`src/rtl/esm_map.svh`:
```
// Register offsets, field positions, reset values and timing for the error-signal monitor.
`ifndef ESM_MAP_SVH
`define ESM_MAP_SVH
`define ESM_CTRL_OFS 8'h00
`define ESM_CFG_OFS 8'h04
`define ESM_THR_L_OFS 8'h08
`define ESM_THR_H_OFS 8'h0C
`define ESM_STAT_OFS 8'h10
`define ESM_CTRL_DIS_BIT 0
`define ESM_CTRL_LEAVE_BIT 1
`define ESM_CTRL_BIST_BIT 2
`define ESM_CFG_MODE_BIT 0
`define ESM_STAT_FAIL_BIT 0
`define ESM_STAT_WDF_BIT 1
`define ESM_STAT_BIST_BIT 2
`define ESM_STAT_BFAIL_BIT 3
`define ESM_THR_RST 8'h00
`define ESM_CLK_NS 100
`define ESM_TICK_LP_US 5
`define ESM_TICK_PW_US 15
`define ESM_DEGL_US 15
`define ESM_BIST_CYC 16
`endif

```
`src/rtl/esm_pkg.sv`:
```
// Types shared by the error-signal monitor.
`default_nettype none
package esm_pkg;
  typedef enum logic [1:0] {ESM_DIAG, ESM_ACTIVE, ESM_SAFE} esm_state_e;
  typedef logic [7:0] esm_cnt_t;
endpackage
`default_nettype wire

```
`src/rtl/esm_monitor.sv`:
```
// Error-signal monitor with device state, self-test and AHB-Lite registers.
`include "esm_map.svh"
`default_nettype none
// Behaviour
// - Monitor idle until disable bit cleared.
// - One config bit selects the mode.
// - Low threshold both modes, high for pwm.
// - Every pin error sets the fail flag; self-test failure does not.
// - Operating error enters safe, counts transitions.
// - Diagnostic injection shows only in flag.
// - Input synchronised first, then deglitched.
// - Self-test at reset or on request outside safe state.
// - Low-pulse error after programmed low time.
// - Falling edge clears low counter, then resumes.
// - Low counter ticks 5us, equality fails.
// - Flag next cycle, safe one later.
// - Pwm error when either phase too long.
// - Both pwm limits in 15us steps.
// - Pwm fall or low enable clears counter.
// - Pwm low counter ticks 15us.
// - Pwm rise or high enable clears high.
// - Diagnostic errors enter safe only if flag still set at leave.
module esm_monitor import esm_pkg::*; (
  // Clock and reset
  input wire logic clk,
  input wire logic resetn,
  // AHB-Lite slave
  input wire logic hsel,
  input wire logic [31:0] haddr,
  input wire logic [1:0] htrans,
  input wire logic hwrite,
  input wire logic [2:0] hsize,
  input wire logic [31:0] hwdata,
  input wire logic hready,
  output logic hreadyout,
  output logic hresp,
  output logic [31:0] hrdata,
  // Pin and system
  input wire logic mcu_fault_input_pin,
  input wire logic watchdog_failure_flag,
  output logic safe_state,
  output logic [3:0] device_fault_count
);
  // ----------------------------------------------------------------
  // Timing
  // ----------------------------------------------------------------
  localparam int LPT = (`ESM_TICK_LP_US * 1000 + `ESM_CLK_NS - 1) / `ESM_CLK_NS;
  localparam int PWT = (`ESM_TICK_PW_US * 1000 + `ESM_CLK_NS - 1) / `ESM_CLK_NS;
  localparam int DGT = (`ESM_DEGL_US * 1000 + `ESM_CLK_NS - 1) / `ESM_CLK_NS;

  function automatic logic thr_hit(input esm_cnt_t cnt, input esm_cnt_t thr);
    thr_hit = (cnt == thr);
  endfunction

  logic dis_q, mode_q, fail_q, det_q, bist_q, bfail_q, leave_q;
  logic [4:0] bcnt_q;
  esm_cnt_t thr_l_q, thr_h_q, lo_cnt_q, hi_cnt_q, lo_pre_q, hi_pre_q;
  logic [7:0] dg_cnt_q;
  logic s1_q, s2_q, filt_q, filt_p_q, en_p_q;
  logic [3:0] cnt_q;
  esm_state_e state_q;
  logic ap_q, aw_q;
  logic [7:0] aa_q;
  logic [31:0] rd_q;
  logic en, fall, rise, en_rise, lo_clr, hi_clr, detect, wr, wfail, wleave, wbist;
  esm_cnt_t per;

  // ----------------------------------------------------------------
  // AHB-Lite slave
  // ----------------------------------------------------------------
  assign hreadyout = 1'b1;
  assign hresp = 1'b0;
  assign hrdata = rd_q;
  assign wr = ap_q && aw_q;
  assign wfail = wr && aa_q == `ESM_STAT_OFS && hwdata[`ESM_STAT_FAIL_BIT];
  assign wleave = wr && aa_q == `ESM_CTRL_OFS && hwdata[`ESM_CTRL_LEAVE_BIT];
  assign wbist = wr && aa_q == `ESM_CTRL_OFS && hwdata[`ESM_CTRL_BIST_BIT];

  always_ff @(posedge clk) begin
    if (!resetn) begin
      ap_q <= 1'b0;
      aw_q <= 1'b0;
      aa_q <= 8'h00;
      rd_q <= 32'h0000_0000;
    end else begin
      ap_q <= hsel && htrans[1] && hready && hsize == 3'h2 && haddr[31:8] == 24'h00_0000;
      aw_q <= hwrite;
      aa_q <= haddr[7:0];
      rd_q <= 32'h0000_0000;
      if (hsel && htrans[1] && hready && !hwrite && haddr[31:8] == 24'h00_0000) begin
        unique case (haddr[7:0])
          `ESM_CTRL_OFS: rd_q <= {31'h0000_0000, dis_q};
          `ESM_CFG_OFS: rd_q <= {31'h0000_0000, mode_q};
          `ESM_THR_L_OFS: rd_q <= {24'h00_0000, thr_l_q};
          `ESM_THR_H_OFS: rd_q <= {24'h00_0000, thr_h_q};
          `ESM_STAT_OFS: rd_q <= {16'h0000, 4'h0, 2'b00, state_q, cnt_q, bfail_q, bist_q,
                                  watchdog_failure_flag, fail_q};
          default: rd_q <= 32'h0000_0000;
        endcase
      end
    end
  end

  always_ff @(posedge clk) begin
    if (!resetn) begin
      dis_q <= 1'b1;
      mode_q <= 1'b0;
      thr_l_q <= `ESM_THR_RST;
      thr_h_q <= `ESM_THR_RST;
    end else if (wr) begin
      if (aa_q == `ESM_CTRL_OFS) begin
        dis_q <= hwdata[`ESM_CTRL_DIS_BIT];
      end
      if (aa_q == `ESM_CFG_OFS) begin
        mode_q <= hwdata[`ESM_CFG_MODE_BIT];
      end
      if (aa_q == `ESM_THR_L_OFS) begin
        thr_l_q <= hwdata[7:0];
      end
      if (aa_q == `ESM_THR_H_OFS) begin
        thr_h_q <= hwdata[7:0];
      end
    end
  end

  // ----------------------------------------------------------------
  // Synchroniser and deglitch filter
  // ----------------------------------------------------------------
  always_ff @(posedge clk) begin
    if (!resetn) begin
      s1_q <= 1'b1;
      s2_q <= 1'b1;
      filt_q <= 1'b1;
      filt_p_q <= 1'b1;
      dg_cnt_q <= 8'h00;
    end else begin
      s1_q <= mcu_fault_input_pin;
      s2_q <= s1_q;
      filt_p_q <= filt_q;
      if (s2_q == filt_q) begin
        dg_cnt_q <= 8'h00;
      end else if (dg_cnt_q == 8'(DGT - 1)) begin
        filt_q <= s2_q;
        dg_cnt_q <= 8'h00;
      end else begin
        dg_cnt_q <= dg_cnt_q + 8'h01;
      end
    end
  end

  // ----------------------------------------------------------------
  // Duration counters
  // ----------------------------------------------------------------
  // The monitor is frozen while the self-test owns the compare logic.
  assign en = !dis_q && !bist_q;
  assign en_rise = en && !en_p_q;
  assign fall = filt_p_q && !filt_q;
  assign rise = !filt_p_q && filt_q;
  assign per = mode_q ? 8'(PWT) : 8'(LPT);
  assign lo_clr = en && (fall || (en_rise && !filt_q));
  assign hi_clr = en && mode_q && (rise || (en_rise && filt_q));

  always_ff @(posedge clk) begin
    if (!resetn) begin
      en_p_q <= 1'b0;
      lo_cnt_q <= 8'h00;
      lo_pre_q <= 8'h00;
    end else begin
      en_p_q <= en;
      if (lo_clr) begin
        lo_cnt_q <= 8'h00;
        lo_pre_q <= 8'h00;
      end else if (en && !filt_q) begin
        if (lo_pre_q == per - 8'h01) begin
          lo_pre_q <= 8'h00;
          if (lo_cnt_q != 8'hFF) begin
            lo_cnt_q <= lo_cnt_q + 8'h01;
          end
        end else begin
          lo_pre_q <= lo_pre_q + 8'h01;
        end
      end
    end
  end

  always_ff @(posedge clk) begin
    if (!resetn) begin
      hi_cnt_q <= 8'h00;
      hi_pre_q <= 8'h00;
    end else if (hi_clr) begin
      hi_cnt_q <= 8'h00;
      hi_pre_q <= 8'h00;
    end else if (en && mode_q && filt_q) begin
      if (hi_pre_q == per - 8'h01) begin
        hi_pre_q <= 8'h00;
        if (hi_cnt_q != 8'hFF) begin
          hi_cnt_q <= hi_cnt_q + 8'h01;
        end
      end else begin
        hi_pre_q <= hi_pre_q + 8'h01;
      end
    end
  end

  // Rising edges only halt the low counter in either mode, so a stale count waits.
  assign detect = en && !lo_clr && !hi_clr &&
                  ((!filt_q && thr_hit(lo_cnt_q, thr_l_q)) ||
                   (mode_q && filt_q && thr_hit(hi_cnt_q, thr_h_q)));

  // ----------------------------------------------------------------
  // Fail flag and device state
  // ----------------------------------------------------------------
  always_ff @(posedge clk) begin
    if (!resetn) begin
      fail_q <= 1'b0;
      det_q <= 1'b0;
    end else begin
      det_q <= detect;
      if (detect) begin
        fail_q <= 1'b1;
      end else if (wfail) begin
        fail_q <= 1'b0;
      end
    end
  end

  always_ff @(posedge clk) begin
    if (!resetn) begin
      state_q <= ESM_DIAG;
      cnt_q <= 4'h0;
      leave_q <= 1'b0;
    end else begin
      leave_q <= wleave;
      unique case (state_q)
        ESM_DIAG: begin
          if (leave_q) begin
            if (fail_q || watchdog_failure_flag) begin
              state_q <= ESM_SAFE;
              cnt_q <= cnt_q + 4'h1;
            end else begin
              state_q <= ESM_ACTIVE;
            end
          end
        end
        ESM_ACTIVE: begin
          if (det_q || bfail_q) begin
            state_q <= ESM_SAFE;
            cnt_q <= cnt_q + 4'h1;
          end
        end
        ESM_SAFE: state_q <= ESM_SAFE;
      endcase
    end
  end

  assign safe_state = state_q == ESM_SAFE;
  assign device_fault_count = cnt_q;

  // ----------------------------------------------------------------
  // Logic self-test
  // ----------------------------------------------------------------
  always_ff @(posedge clk) begin
    if (!resetn) begin
      bist_q <= 1'b1;
      bcnt_q <= 5'h00;
      bfail_q <= 1'b0;
    end else if (bist_q) begin
      bcnt_q <= bcnt_q + 5'h01;
      if (bcnt_q == 5'(`ESM_BIST_CYC - 1)) begin
        bist_q <= 1'b0;
        bfail_q <= !thr_hit(8'hA5, 8'hA5) || thr_hit(8'h5A, 8'hA5);
      end
    end else if (wbist && state_q != ESM_SAFE) begin
      bist_q <= 1'b1;
      bcnt_q <= 5'h00;
    end
  end

  // ----------------------------------------------------------------
  // Assertions
  // ----------------------------------------------------------------
  a_idle_quiet: assert property (@(posedge clk) disable iff (!resetn)
    $rose(fail_q) |-> !$past(dis_q)) else $error("flag set while disabled");
  a_flag_set: assert property (@(posedge clk) disable iff (!resetn)
    detect |=> fail_q) else $error("fail flag missed");
  a_safe_follow: assert property (@(posedge clk) disable iff (!resetn)
    state_q == ESM_ACTIVE && detect |=> fail_q ##1 state_q == ESM_SAFE)
    else $error("safe late");
  a_count_step: assert property (@(posedge clk) disable iff (!resetn)
    state_q == ESM_ACTIVE ##1 state_q == ESM_SAFE |-> cnt_q == $past(cnt_q) + 4'h1)
    else $error("count wrong");
  a_diag_stay: assert property (@(posedge clk) disable iff (!resetn)
    state_q == ESM_DIAG && !leave_q |=> state_q != ESM_SAFE)
    else $error("diag went safe");
  a_fall_clear: assert property (@(posedge clk) disable iff (!resetn)
    lo_clr |=> lo_cnt_q == 8'h00 && lo_pre_q == 8'h00) else $error("low clr");
  a_rise_clear: assert property (@(posedge clk) disable iff (!resetn)
    en && mode_q && rise |=> hi_cnt_q == 8'h00) else $error("high clr");
  a_lo_tick: assert property (@(posedge clk) disable iff (!resetn)
    $changed(lo_cnt_q) && lo_cnt_q != 8'h00 |-> $past(lo_pre_q) == $past(per) - 8'h01)
    else $error("low tick");
  a_deglitch: assert property (@(posedge clk) disable iff (!resetn)
    $changed(filt_q) |-> $past(dg_cnt_q) == 8'(DGT - 1)) else $error("deglitch");
  c_active_err: cover property (@(posedge clk) disable iff (!resetn)
    state_q == ESM_ACTIVE && detect);
  c_pwm_high: cover property (@(posedge clk) disable iff (!resetn)
    mode_q && filt_q && detect);
  c_diag_flag: cover property (@(posedge clk) disable iff (!resetn)
    state_q == ESM_DIAG && detect);
endmodule
`default_nettype wire

```
`config.mk`:
```
export PLATFORM = sky130hd
export DESIGN_NAME = esm_monitor
export DESIGN_NICKNAME = d
export VERILOG_FILES = /design/src/rtl/esm_pkg.sv /design/src/rtl/esm_monitor.sv
export VERILOG_INCLUDE_DIRS = /design/src /design/src/rtl
export SDC_FILE = /design/constraint.sdc
export NUM_CORES = 1
export LEC_CHECK = 0
export BUFFER_PORTS_ARGS = -buffer_cell sky130_fd_sc_hd__buf_2
export CORE_AREA = 2 2 108 110
export CTS_BUF_LIST = sky130_fd_sc_hd__clkbuf_2
export DETAILED_ROUTE_END_ITERATION = 16
export DIE_AREA = 0 0 110 112
export GPL_ROUTABILITY_DRIVEN = 0
export PLACE_DENSITY = 0.66
export SLEW_MARGIN = 40
export SYNTH_ARGS = -nofsm -noshare
export SYNTH_HDL_FRONTEND = slang
export SYNTH_SLANG_ARGS = --single-unit
```
`constraint.sdc`:
```
create_clock -name clk -period 2.4 [get_ports clk]
set_input_delay 0.24 -clock clk [delete_from_list [all_inputs] [get_ports clk]]
set_output_delay 0.24 -clock clk [all_outputs]
set_load 0.02 [all_outputs]
```
After elaboration in Yosys (flattened, before gate mapping) --
Index checks and enable logic that the tools add are counted.
Word-level totals: bits in registers 120, input port bits 76, output and inout bits 39, word-level logic and storage cells 140
Cells by class: $add $sub $neg 8, equality and inequality tests 24, multiplexer cells 19, bitwise operators 2, reduce and logical (&&, ||, !) cells 62
Operators by type and width (number):
- $pmux W10 S5 | 1
- $add A8 B1 Y8 const B | 5
- $eq A8 B4 Y1 const B | 4
- $eq A8 B8 Y1 | 4
- $logic_and A1 B1 Y1 | 30
- $logic_not A24 Y1 | 1
- $mux W8 | 3
- $eq A8 B3 Y1 const B | 2
- $eq A8 B5 Y1 const B | 2
- $logic_not A8 Y1 | 2
- $ne A8 B8 Y1 const B | 2
- $reduce_and A2 Y1 | 7
- $mux W4 | 3
- $mux W5 | 2
- $eq A8 B8 Y1 const B | 1
- $logic_not A1 Y1 | 8
- $ne A2 B2 Y1 const B | 4
- $pmux W4 S2 | 1
- $sub A8 B1 Y8 const B | 1
- $mux W2 | 3
- $pmux W2 S3 | 1
- $reduce_and A3 Y1 | 2
- $reduce_bool A2 Y1 | 3
- $add A5 B1 Y5 const B | 1
- 13 further kinds | 22

Depth between registers and ports, before layout --
Gate-level depths: netlist (run 1).
word-level depth 11, depth in mapped cells 7, mapped depth without buffers 6

Least setup slack after synthesis (run 1) --
Ideal clock, no wire load.
kind register -> register, from register state_q[0], to register bcnt_q[0], setup time 0.116 ns, arrival time 1.877 ns, data required time 2.284 ns, slack 0.406 ns, stages on the path, launching flop included 7, path buffers 0, clock period less this slack 1.994 ns, cell sequence dfxtp_1 inv_1 ha_1 or4b_2 nor4_1 nor2_1 a31o_2
Between the ends: cells in the longest elaborated chain, start to end 3
Ends and longest elaborated chain:
- from (decl) | line esm_monitor.sv:61 | esm_state_e state_q;
- from (signal assigned) | line esm_monitor.sv:229 | state_q <= ESM_DIAG;
- from (signal assigned) | line esm_monitor.sv:238 | state_q <= ESM_SAFE;
- from (signal assigned) | line esm_monitor.sv:241 | state_q <= ESM_ACTIVE;
- $ne A2 B2 Y1 | line esm_monitor.sv:273 | end else if (wbist && state_q != ESM_SAFE) begin
- $logic_and A1 B1 Y1 | line esm_monitor.sv:273
- $reduce_bool A2 Y1 (no source line)
- to (signal assigned) | line esm_monitor.sv:268 | bcnt_q <= bcnt_q + 5'h01;
- to (decl) | line esm_monitor.sv:56 | logic [4:0] bcnt_q;
Every way passes these cells. A chain may end at the register's enable or synchronous reset.

Worst setup path in the final report (run 1) --
from input port hsize[0], to register ap_q
Between the ends: cells in the longest elaborated chain, start to end 3
Ends and longest elaborated chain:
- from (decl) | line esm_monitor.sv:32 | input wire logic [2:0] hsize,
- $eq A3 B2 Y1 | line esm_monitor.sv:86 | ap_q <= hsel && htrans[1] && hready && hsize == 3'h2 && haddr[31:8] == 24'h00_0000;
- $logic_and A1 B1 Y1 (2 in a row) | line esm_monitor.sv:86
- to (signal assigned) | line esm_monitor.sv:81 | ap_q <= 1'b0;
- to (signal assigned) | line esm_monitor.sv:86
- to (decl) | line esm_monitor.sv:62 | logic ap_q, aw_q;
Every way passes these cells.

==> flow_summary.json, run 1 <==
{
  "critical_path.max_stage_delay_ns": 0.64,
  "area_growth_pct": 16.8,
  "finalMaxSlewViolations": 0,
  "rsz0062_at_grt": "no",
  "min_period_ns": 2.20,
  "route.final.wire_length_mm": 11.0,
  "postSynthRegisterBits": 98,
  "first_global_vias": 3832,
  "final_antenna_net_count": 0,
  "floorplan.rows": 39,
  "synth_ff_type": "sky130_fd_sc_hd__dfxtp_1",
  "leakagePower_nw": 2.32,
  "timing.max_slew.rel_slack_pct": 51.7,
  "irDropWorstVdd_mv": 0.302,
  "crit_path_end_kind": "flip-flop",
  "drive_above_1_share_pct": 17.0,
  "cts-buffers-inserted": 9,
  "asyncSetResetFlopFracSynth_pct": 0,
  "skew_ns": 0.0349,
  "path_max_fanout": 1,
  "finalCritPeriodShare_pct": 91.8,
  "clkSlewWorstSetupHoldPaths_ns": 0.29,
  "cp.required_ns": 2.97,
  "netlist.area_leader.share_pct": 40.9,
  "yosysWarningCount": 0,
  "die_area_um2": 12300,
  "clock_latency_ns": 0.59,
  "gr-total-overflow": 0,
  "placement.cell_area_um2": 5190,
  "via_count": 4055,
  "die-width_um": 110,
  "grtUsageTotal_pct": 18.0,
  "placed_wire_length_estimate_mm": 7.73,
  "synth.cell_area_um2": 4790,
  "drt-pass1-iter-count": 4,
  "clock_sinks": 98,
  "fmax_mhz": 454,
  "cp_num_buf_inv": 4,
  "number_of_cells_in_the_finished_layout_apart_from_fillers": 779,
  "finalHoldViolCount": 0,
  "setup.worst_path.class": "input port to flip-flop",
  "detail_route.wl_per_cell_um": 14.1,
  "layout.nets": 720,
  "detail_route.iter0.violations": 241,
  "crit_path_start_kind": "input port",
  "worst_path_most_repeated_cell": "sky130_fd_sc_hd__dlygate4sd3_1",
  "h-tree-depth": 3,
  "io_pins": 115,
  "syn_avg_cell_area_um2": 8.91,
  "die-height_um": 112,
  "synth_area_leaders": "sky130_fd_sc_hd__dfxtp_1 (41%), sky130_fd_sc_hd__xor2_1 (5.7%), sky130_fd_sc_hd__mux2i_1 (4.2%)",
  "setup_viol": 0,
  "run_status": "finished, final reports clean",
  "numPlacedInstances": 736,
  "post_synth_inst_count": 538,
  "portBuffers": 65,
  "max-clock-path-buffers": 2,
  "max_cap_viol_count": 0,
  "n_fill_cell": 1062,
  "critical-path-top-delay-family": "buffers and inverters",
  "antenna_found_initial": 1,
  "synth_edf_count": 0,
  "critical_path.cell_chain": "dlygate4sd3_1, buf_2, or4b_2, dlygate4sd3_1, nor3_1, dlygate4sd3_1",
  "worst_path_max_delay_cell": "sky130_fd_sc_hd__or4b_2",
  "powerDensity_nw_per_um2": 548,
  "yosys.cell_types.count": 55,
  "post-route-cell-area_um2": 5600,
  "fin_tns_setup_ns": 0,
  "core-area_um2": 11200,
  "global_route_wire_length_before_repair_mm": 17.8,
  "cts_tree": "yes",
  "post-route-drc-count": 0,
  "max_slew.worst_pin.slew_ns": 0.717,
  "total_power_mw": 3.07,
  "hp-class": "input port to flip-flop",
  "clock_tree_root_driver_cell": "sky130_fd_sc_hd__clkbuf_2",
  "arrival_ns": 2.77,
  "sequential_cell_area_fraction_in_the_yosys_report_pct": 40.9,
  "viasPerCell": 5.21,
  "grt_max_degree": 31,
  "synth_top_cell_by_area": "sky130_fd_sc_hd__dfxtp_1",
  "start_util_pct": 42.9
}
-- timing repair --
action,CTS,global route
hold buffers,24,0
endpoints found under the hold margin,32,0
endpoints found under the setup margin,0,2
resized for setup,0,0
setup buffers,0,2
-- path summary, 6_finish.rpt --
| kind | cells after the start | start | slack [ns] | end |
|---|---|---|---|---|
| hold / removal | 2 | haddr[2] | 0.03 | aa_q[2]$_SDFF_PN0_ |
| setup reg to reg | 6 | state_q[0]$_SDFFE_PN0P_ | 0.25 | bcnt_q[1]$_SDFFE_PN0P_ |
| setup / recovery | 6 | hsize[0] | 0.20 | ap_q$_SDFF_PN0_ |
| hold reg to reg | 1 | s1_q$_SDFF_PN1_ | 0.44 | s2_q$_SDFF_PN1_ |
-- through the flow --
step                worst slack [ns]  hold slack (ns)  util (%)
floorplan                      0.406            0.341         -
global placement               0.313            0.399      46.5
detailed placement             0.209            0.401      46.5
CTS                            0.129           0.0135      49.9
global route                   0.106           0.0320      50.1
finish                         0.196           0.0286      50.1
-- Yosys cell counts (all sizes together), types with 4 or more instances --
cell type and n:
a21oi 26, and2 14, and3 5, buf 34, clkbuf 9, dfxtp 98, ha 14, inv 12
mux2i 20, nand2 35, nand2b 11, nand3 26, nand4 16, nor2 52, nor3 18, nor3b 5
nor4 14, o211ai 4, o21ai 16, o31ai 7, o41ai 4, or2 4, or3 6, or4 12
xnor2 8, xor2 31
-- area by class of cell --
class	instances	area (µm²)	share of cell area (%)
clock inverter	7	100	1.79
inverter	13	48.8	0.872
sequential	98	1960	35.0
clock buffer	9	45.0	0.805
timing repair buffer	102	663	11.8
multi-input combinational	406	2600	46.4
tap	143	179	3.20
antenna	1	2.50	0.0447
-- sequential cells by signal, summed over array words and instances, names as in the netlist, 2 cells and up --
register / flops
dg_cnt_q: 8
thr_h_q: 8
lo_pre_q: 8
aa_q: 8
hrdata: 10
bcnt_q: 5
hi_pre_q: 8
lo_cnt_q: 8
device_fault_count: 4
hi_cnt_q: 8
state_q: 2
thr_l_q: 8
-- kinds of logic after synthesis --
family	share of synthesized area (%)
DFF	40.9
muxes	4.65
adders and majority gates	3.65
and+or+nand+nor	27.1
buffers and inverters	6.63
xor gates and xnor gates	7.12
other	0.157
AOI/OAI and AO/OA	9.73
-- layout by cell type (no fill, tap or decap), types with 16 or more instances in the layout --
| cell | n |
|---|---|
| sky130_fd_sc_hd__dfxtp_1 | 98 |
| sky130_fd_sc_hd__buf_2 | 65 |
| sky130_fd_sc_hd__nor2_1 | 52 |
| sky130_fd_sc_hd__nand2_1 | 35 |
| sky130_fd_sc_hd__xor2_1 | 31 |
| sky130_fd_sc_hd__nand3_1 | 26 |
| sky130_fd_sc_hd__a21oi_1 | 26 |
| sky130_fd_sc_hd__conb_1 | 24 |
| sky130_fd_sc_hd__dlygate4sd3_1 | 24 |
| sky130_fd_sc_hd__mux2i_1 | 20 |
| sky130_fd_sc_hd__nor3_1 | 17 |
| sky130_fd_sc_hd__nand4_1 | 16 |
| sky130_fd_sc_hd__o21ai_0 | 16 |
-- metal layers --
layer	part of all wire (%)	GRT usage [%]
met2	48	30.7
met4	2.0	7.34
met1	45	22.5
met5	0	0
met3	5.0	2.52
-- power by group --
| group | total, mW | internal [mW] | leakage (nW) | switching [mW] |
|---|---|---|---|---|
| logic | 0.399 | 0.165 | 1.45 | 0.233 |
| registers | 1.71 | 1.67 | 0.793 | 0.0371 |
| clock network | 0.959 | 0.356 | 0.0825 | 0.603 |
| total | 3.07 | 2.19 | 2.32 | 0.874 |
Note: power is estimated with default switching activity, not from simulation.
==> inputs of run 2 (changes only) <==
- CORE_AREA: 2 2 108 110 -> 2 2 93 95
- DIE_AREA: 0 0 110 112 -> 0 0 95 97
- PLACE_DENSITY: 0.66 -> 0.86
- RECOVER_POWER: not set -> 100
- clock period: 2.4 -> 2.6 ns (I/O delays scaled with it)
==> run 2 against run 1 <==
  * Combinational power decreased by 8.8%
  * Total power decreased by 9.3%
  * Clock-buffer cell count unchanged
  * Largest cell class unchanged
==> flow_summary.json, run 2 (same netlist as run 1, synthesis figures left out) <==
{
  "drive_above_1_share_pct": 13.1,
  "die-width_um": 95,
  "layout_commonest_cell": "sky130_fd_sc_hd__dfxtp_1",
  "postCtsSetupRepairBufs": 0,
  "setup.worst_path.class": "input port to flip-flop",
  "first_global_vias": 4034,
  "critical_path.reg2reg.endpoint": "lo_cnt_q[7]$_SDFFE_PP0P_",
  "grtUsageTotal_pct": 24.7,
  "min_period_ns": 2.50,
  "powerDensity_nw_per_um2": 512,
  "clock_latency_ns": 0.57,
  "post-route-drc-count": 0,
  "global_route_wire_length_before_repair_mm": 18.1,
  "max_cap_viol_count": 0,
  "finalHoldViolCount": 0,
  "cts_tree": "yes",
  "via_count": 4231,
  "start_util_pct": 58.9,
  "multi_input_area_um2": 2580,
  "arrival_ns": 3.04,
  "clock_tree_root_driver_cell": "sky130_fd_sc_hd__clkbuf_2",
  "r2r.worst_path.cells": 6,
  "placed_wire_length_estimate_mm": 7.92,
  "die_area_um2": 9220,
  "regArea_um2": 1960,
  "io_pins": 115,
  "worst_path_most_repeated_cell": "sky130_fd_sc_hd__dlygate4sd3_1",
  "finalMaxSlewViolations": 0,
  "area_growth_pct": 13.3,
  "die-height_um": 97,
  "worst-r2r-setup-slack_ns": 0.16,
  "crit_path_start_kind": "input port",
  "grt_max_degree": 37,
  "floorplan.rows": 33,
  "clkSlewWorstSetupHoldPaths_ns": 0.26,
  "core-area_um2": 8130,
  "worst-path-stages": 7,
  "cp.required_ns": 3.14,
  "whs_path_depth": 2,
  "timing.max_slew.rel_slack_pct": 7.32,
  "antenna_found_initial": 0,
  "irDropWorstVdd_mv": 0.271,
  "drt-pass1-iter-count": 4,
  "r2r-start": "lo_pre_q[0]$_SDFFE_PP0P_",
  "cp_num_buf_inv": 4,
  "number_of_cells_in_the_finished_layout_apart_from_fillers": 733,
  "path_max_fanout": 10,
  "antenna-diode-count": 0,
  "final_antenna_net_count": 0,
  "rsz0062_at_grt": "no",
  "layout.nets": 714,
  "portBuffers": 65,
  "detail_route.iter0.violations": 258,
  "cts_repair_resize_count": 0,
  "n_fill_cell": 637,
  "crit_path_end_kind": "flip-flop",
  "h-tree-depth": 3,
  "cts-buffers-inserted": 9,
  "gr-total-overflow": 0,
  "viasPerCell": 5.77,
  "fin_tns_setup_ns": 0,
  "run_status": "finished, final reports clean",
  "layout.cells.most_common_list": "sky130_fd_sc_hd__dfxtp_1 (98), sky130_fd_sc_hd__nor2_1 (52), sky130_fd_sc_hd__buf_2 (50)",
  "setup_viol": 0,
  "hp-class": "input port to flip-flop",
  "max-clock-path-buffers": 2,
  "max_slew.worst_pin.slew_ns": 1.39,
  "route.final.wire_length_mm": 11.3,
  "leakagePower_nw": 2.19,
  "skew_ns": 0.0297,
  "critical_path.cell_chain": "dlygate4sd3_1, buf_2, nand4_1, or4b_2, dlygate4sd3_1, nor3_1, dlygate4sd3_1",
  "crit_path_start": "resetn",
  "finalCritPeriodShare_pct": 96.2,
  "detail_route.wl_per_cell_um": 15.4,
  "clock_sinks": 98,
  "total_power_mw": 2.78,
  "numPlacedInstances": 695,
  "largest_register_ff_count": 10,
  "setup.worst_path.end": "ap_q$_SDFF_PN0_",
  "critical_path.max_stage_delay_ns": 0.61,
  "fmax_mhz": 400,
  "critical-path-top-delay-family": "buffers and inverters",
  "pre_cts_slack_ns": 0.341,
  "ctsHoldBuffers": 22,
  "fin_ws_ns": 0.100,
  "worst_path_max_delay_cell": "sky130_fd_sc_hd__or4b_2"
}
[run 2: cell count changes in the layout (fill, tap and decap cells not counted), sizes merged]
cell,change
dlygate4sd3,-2
diode,-1
clkinv,+1
clkbuf,+20
inv,-2
buf,-24
[run 2: layout make-up]
cell class	instances	share of cell area [%]
clock buffer	9	0.829
clock inverter	6	1.66
inverter	13	0.898
multi-input combinational	406	47.5
sequential	98	36.1
tap	105	2.42
timing repair buffer	96	10.6
[run 2: metrics by stage]
step | instance area, µm² | utilization (%) | hold slack (ns)
after floorplan | 4880 | - | 0.361
after global placement | 5120 | 63.0 | 0.394
after detailed placement | 5120 | 63.0 | 0.402
after CTS | 5480 | 67.4 | 0.0709
after global routing | 5430 | 66.8 | 0.0635
final | 5430 | 66.8 | 0.0817
[run 2: worst min-delay path by stage]
stage	from	to	slack (ns)
after detailed placement	s1_q$_SDFF_PN1_	s2_q$_SDFF_PN1_	0.40
after global routing	haddr[2]	aa_q[2]$_SDFF_PN0_	0.06
final	haddr[2]	aa_q[2]$_SDFF_PN0_	0.08
after global placement	s1_q$_SDFF_PN1_	s2_q$_SDFF_PN1_	0.39
after floorplan	mcu_fault_input_pin	s1_q$_SDFF_PN1_	0.36
after CTS	haddr[2]	aa_q[2]$_SDFF_PN0_	0.07
[run 2: worst reg2reg max path: cells and delay by family (launching register included)]
family / cells / cell delay (ns)
buffers and inverters: 1 / 0.26
and+or+nand+nor: 2 / 0.98
DFF: 1 / 0.48
AOI/OAI and AO/OA: 2 / 0.50
adders and majority gates: 1 / 0.17
[run 2: report_power, final]
group / switching, mW / internal, mW
Sequential: 0.0375 / 1.54
Clock: 0.521 / 0.316
Combinational: 0.219 / 0.144
[run 2: layer usage]
metal  track usage, %  wire length (µm)  vias up
met4             10.8               276        0
li1                 -                 -     2043
met1             29.6              4700     2008
met3             4.13               655       20
met2             42.6              5620      160
met5                0                 0        -
==> inputs of run 3 (changes only) <==
- RECOVER_POWER: 100 -> 50
==> run 3 against run 2 <==
  * Sequential share of layout area is essentially flat
  * Critical path depth is the same
  * Cell count is the same
  * Utilization grew 0.077 points
  * Global-route usage is the same
  * Highest routed layer unchanged
==> flow_summary.json, run 3 (same netlist as run 1, synthesis figures left out) <==
{
  "area_growth_pct": 13.4,
  "multi_input_area_um2": 2580,
  "fmax_mhz": 400,
  "max_slew.worst_pin.slew_ns": 1.41,
  "total_power_mw": 2.78,
  "leakagePower_nw": 2.20,
  "die_area_um2": 9220,
  "gr-total-overflow": 0,
  "first_global_vias": 4034,
  "finalCritPeriodShare_pct": 96.1,
  "global_route_wire_length_before_repair_mm": 18.1,
  "layout_commonest_cell": "sky130_fd_sc_hd__dfxtp_1",
  "cp.required_ns": 3.14,
  "path_max_fanout": 10,
  "fin_tns_setup_ns": 0,
  "portBuffers": 65,
  "finalHoldViolCount": 0,
  "powerDensity_nw_per_um2": 512,
  "hp-class": "input port to flip-flop",
  "grtUsageTotal_pct": 24.7,
  "clkSlewWorstSetupHoldPaths_ns": 0.26,
  "post-route-drc-count": 0,
  "detail_route.iter0.violations": 258,
  "regArea_um2": 1960,
  "io_pins": 115,
  "core-area_um2": 8130,
  "finalMaxSlewViolations": 0,
  "die-height_um": 97,
  "min_period_ns": 2.50,
  "h-tree-depth": 3,
  "setup.worst_path.class": "input port to flip-flop",
  "grt_max_degree": 37,
  "clock_latency_ns": 0.57,
  "crit_path_end_kind": "flip-flop",
  "cts_tree": "yes",
  "arrival_ns": 3.04,
  "irDropWorstVdd_mv": 0.271,
  "critical_path.max_stage_delay_ns": 0.61,
  "worst_path_most_repeated_cell": "sky130_fd_sc_hd__dlygate4sd3_1",
  "final_antenna_net_count": 0,
  "post-route-util_pct": 66.9,
  "drt-pass1-iter-count": 4,
  "clock_sinks": 98,
  "rsz0062_at_grt": "no",
  "n_fill_cell": 635,
  "largest_register_ff_count": 10,
  "hold_ws_ns": 0.0788,
  "placed_wire_length_estimate_mm": 7.92,
  "antenna-diode-count": 0,
  "clock_tree_root_driver_cell": "sky130_fd_sc_hd__clkbuf_2",
  "timing.max_slew.rel_slack_pct": 5.99,
  "run_status": "finished, final reports clean",
  "drive_above_1_share_pct": 13.5,
  "pre_cts_slack_ns": 0.341,
  "worst-r2r-setup-slack_ns": 0.19,
  "max-clock-path-buffers": 2,
  "start_util_pct": 58.9,
  "critical_path.cell_chain": "dlygate4sd3_1, buf_2, nand4_1, or4b_2, dlygate4sd3_1, nor3_1, dlygate4sd3_1",
  "detail_route.wl_per_cell_um": 15.4,
  "max_cap_viol_count": 0,
  "crit_path_start_kind": "input port",
  "antenna_found_initial": 0,
  "floorplan.rows": 33,
  "die-width_um": 95,
  "worst_path_max_delay_cell": "sky130_fd_sc_hd__or4b_2",
  "via_count": 4234,
  "cts-buffers-inserted": 9,
  "skew_ns": 0.0297,
  "route.final.wire_length_mm": 11.3,
  "fin_ws_ns": 0.101,
  "layout.cells.most_common_list": "sky130_fd_sc_hd__dfxtp_1 (98), sky130_fd_sc_hd__nor2_1 (52), sky130_fd_sc_hd__buf_2 (51)",
  "setup_viol": 0,
  "layout.nets": 714,
  "viasPerCell": 5.78
}
==> run 3: power breakdown <==
part	total (mW)	internal (mW)	leakage (nW)	switching [mW]
registers	1.58	1.54	0.793	0.0372
logic	0.366	0.146	1.33	0.219
clock network	0.839	0.316	0.0784	0.523
total	2.78	2.00	2.20	0.779
==> run 3: area by class of cell <==
cell class                 instances  share of cell area, %
multi-input combinational        406                   47.4
tap                              105                   2.42
timing repair buffer              96                   10.7
clock buffer                       9                  0.828
sequential                        98                   36.1
inverter                          13                  0.897
clock inverter                     6                   1.66
==> run 3: path summary, 6_finish.rpt <==
| check | from | to | cells past startpoint |
|---|---|---|---|
| max | resetn | ap_q$_SDFF_PN0_ | 7 |
| min | haddr[2] | aa_q[2]$_SDFF_PN0_ | 2 |
| max reg2reg | lo_pre_q[0]$_SDFFE_PP0P_ | lo_cnt_q[7]$_SDFFE_PP0P_ | 6 |
| min reg2reg | s1_q$_SDFF_PN1_ | s2_q$_SDFF_PN1_ | 1 |
==> run 3: timing repair <==
item                                   CTS  global route
gates resized for setup                  0             0
hold buffers                            22             0
buffers inserted                         0             0
endpoints found under the hold margin   31             0
==> run 3: worst max-delay path: cells and delay by family <==
kind	cells	cell delay, ns
simple gates	3	0.87
buf+inv	4	1.90
==> run 3: routing by layer <==
layer / part of all wire (%) / wire length, µm / vias up / GRT usage (%)
met5: 0 / 0 / - / 0
met4: 2.4 / 275 / 0 / 10.8
met3: 5.7 / 644 / 23 / 4.13
met2: 50 / 5600 / 165 / 42.6
met1: 42 / 4730 / 2001 / 29.6
li1: - / - / 2045 / -
==> run 3: through the flow <==
stage          std cells  cell area [µm²]
2_1_floorplan        560             4880
3_3_place_gp         695             5120
3_5_place_dp         695             5120
4_1_cts              732             5480
5_1_grt              733             5440
6_report             733             5440
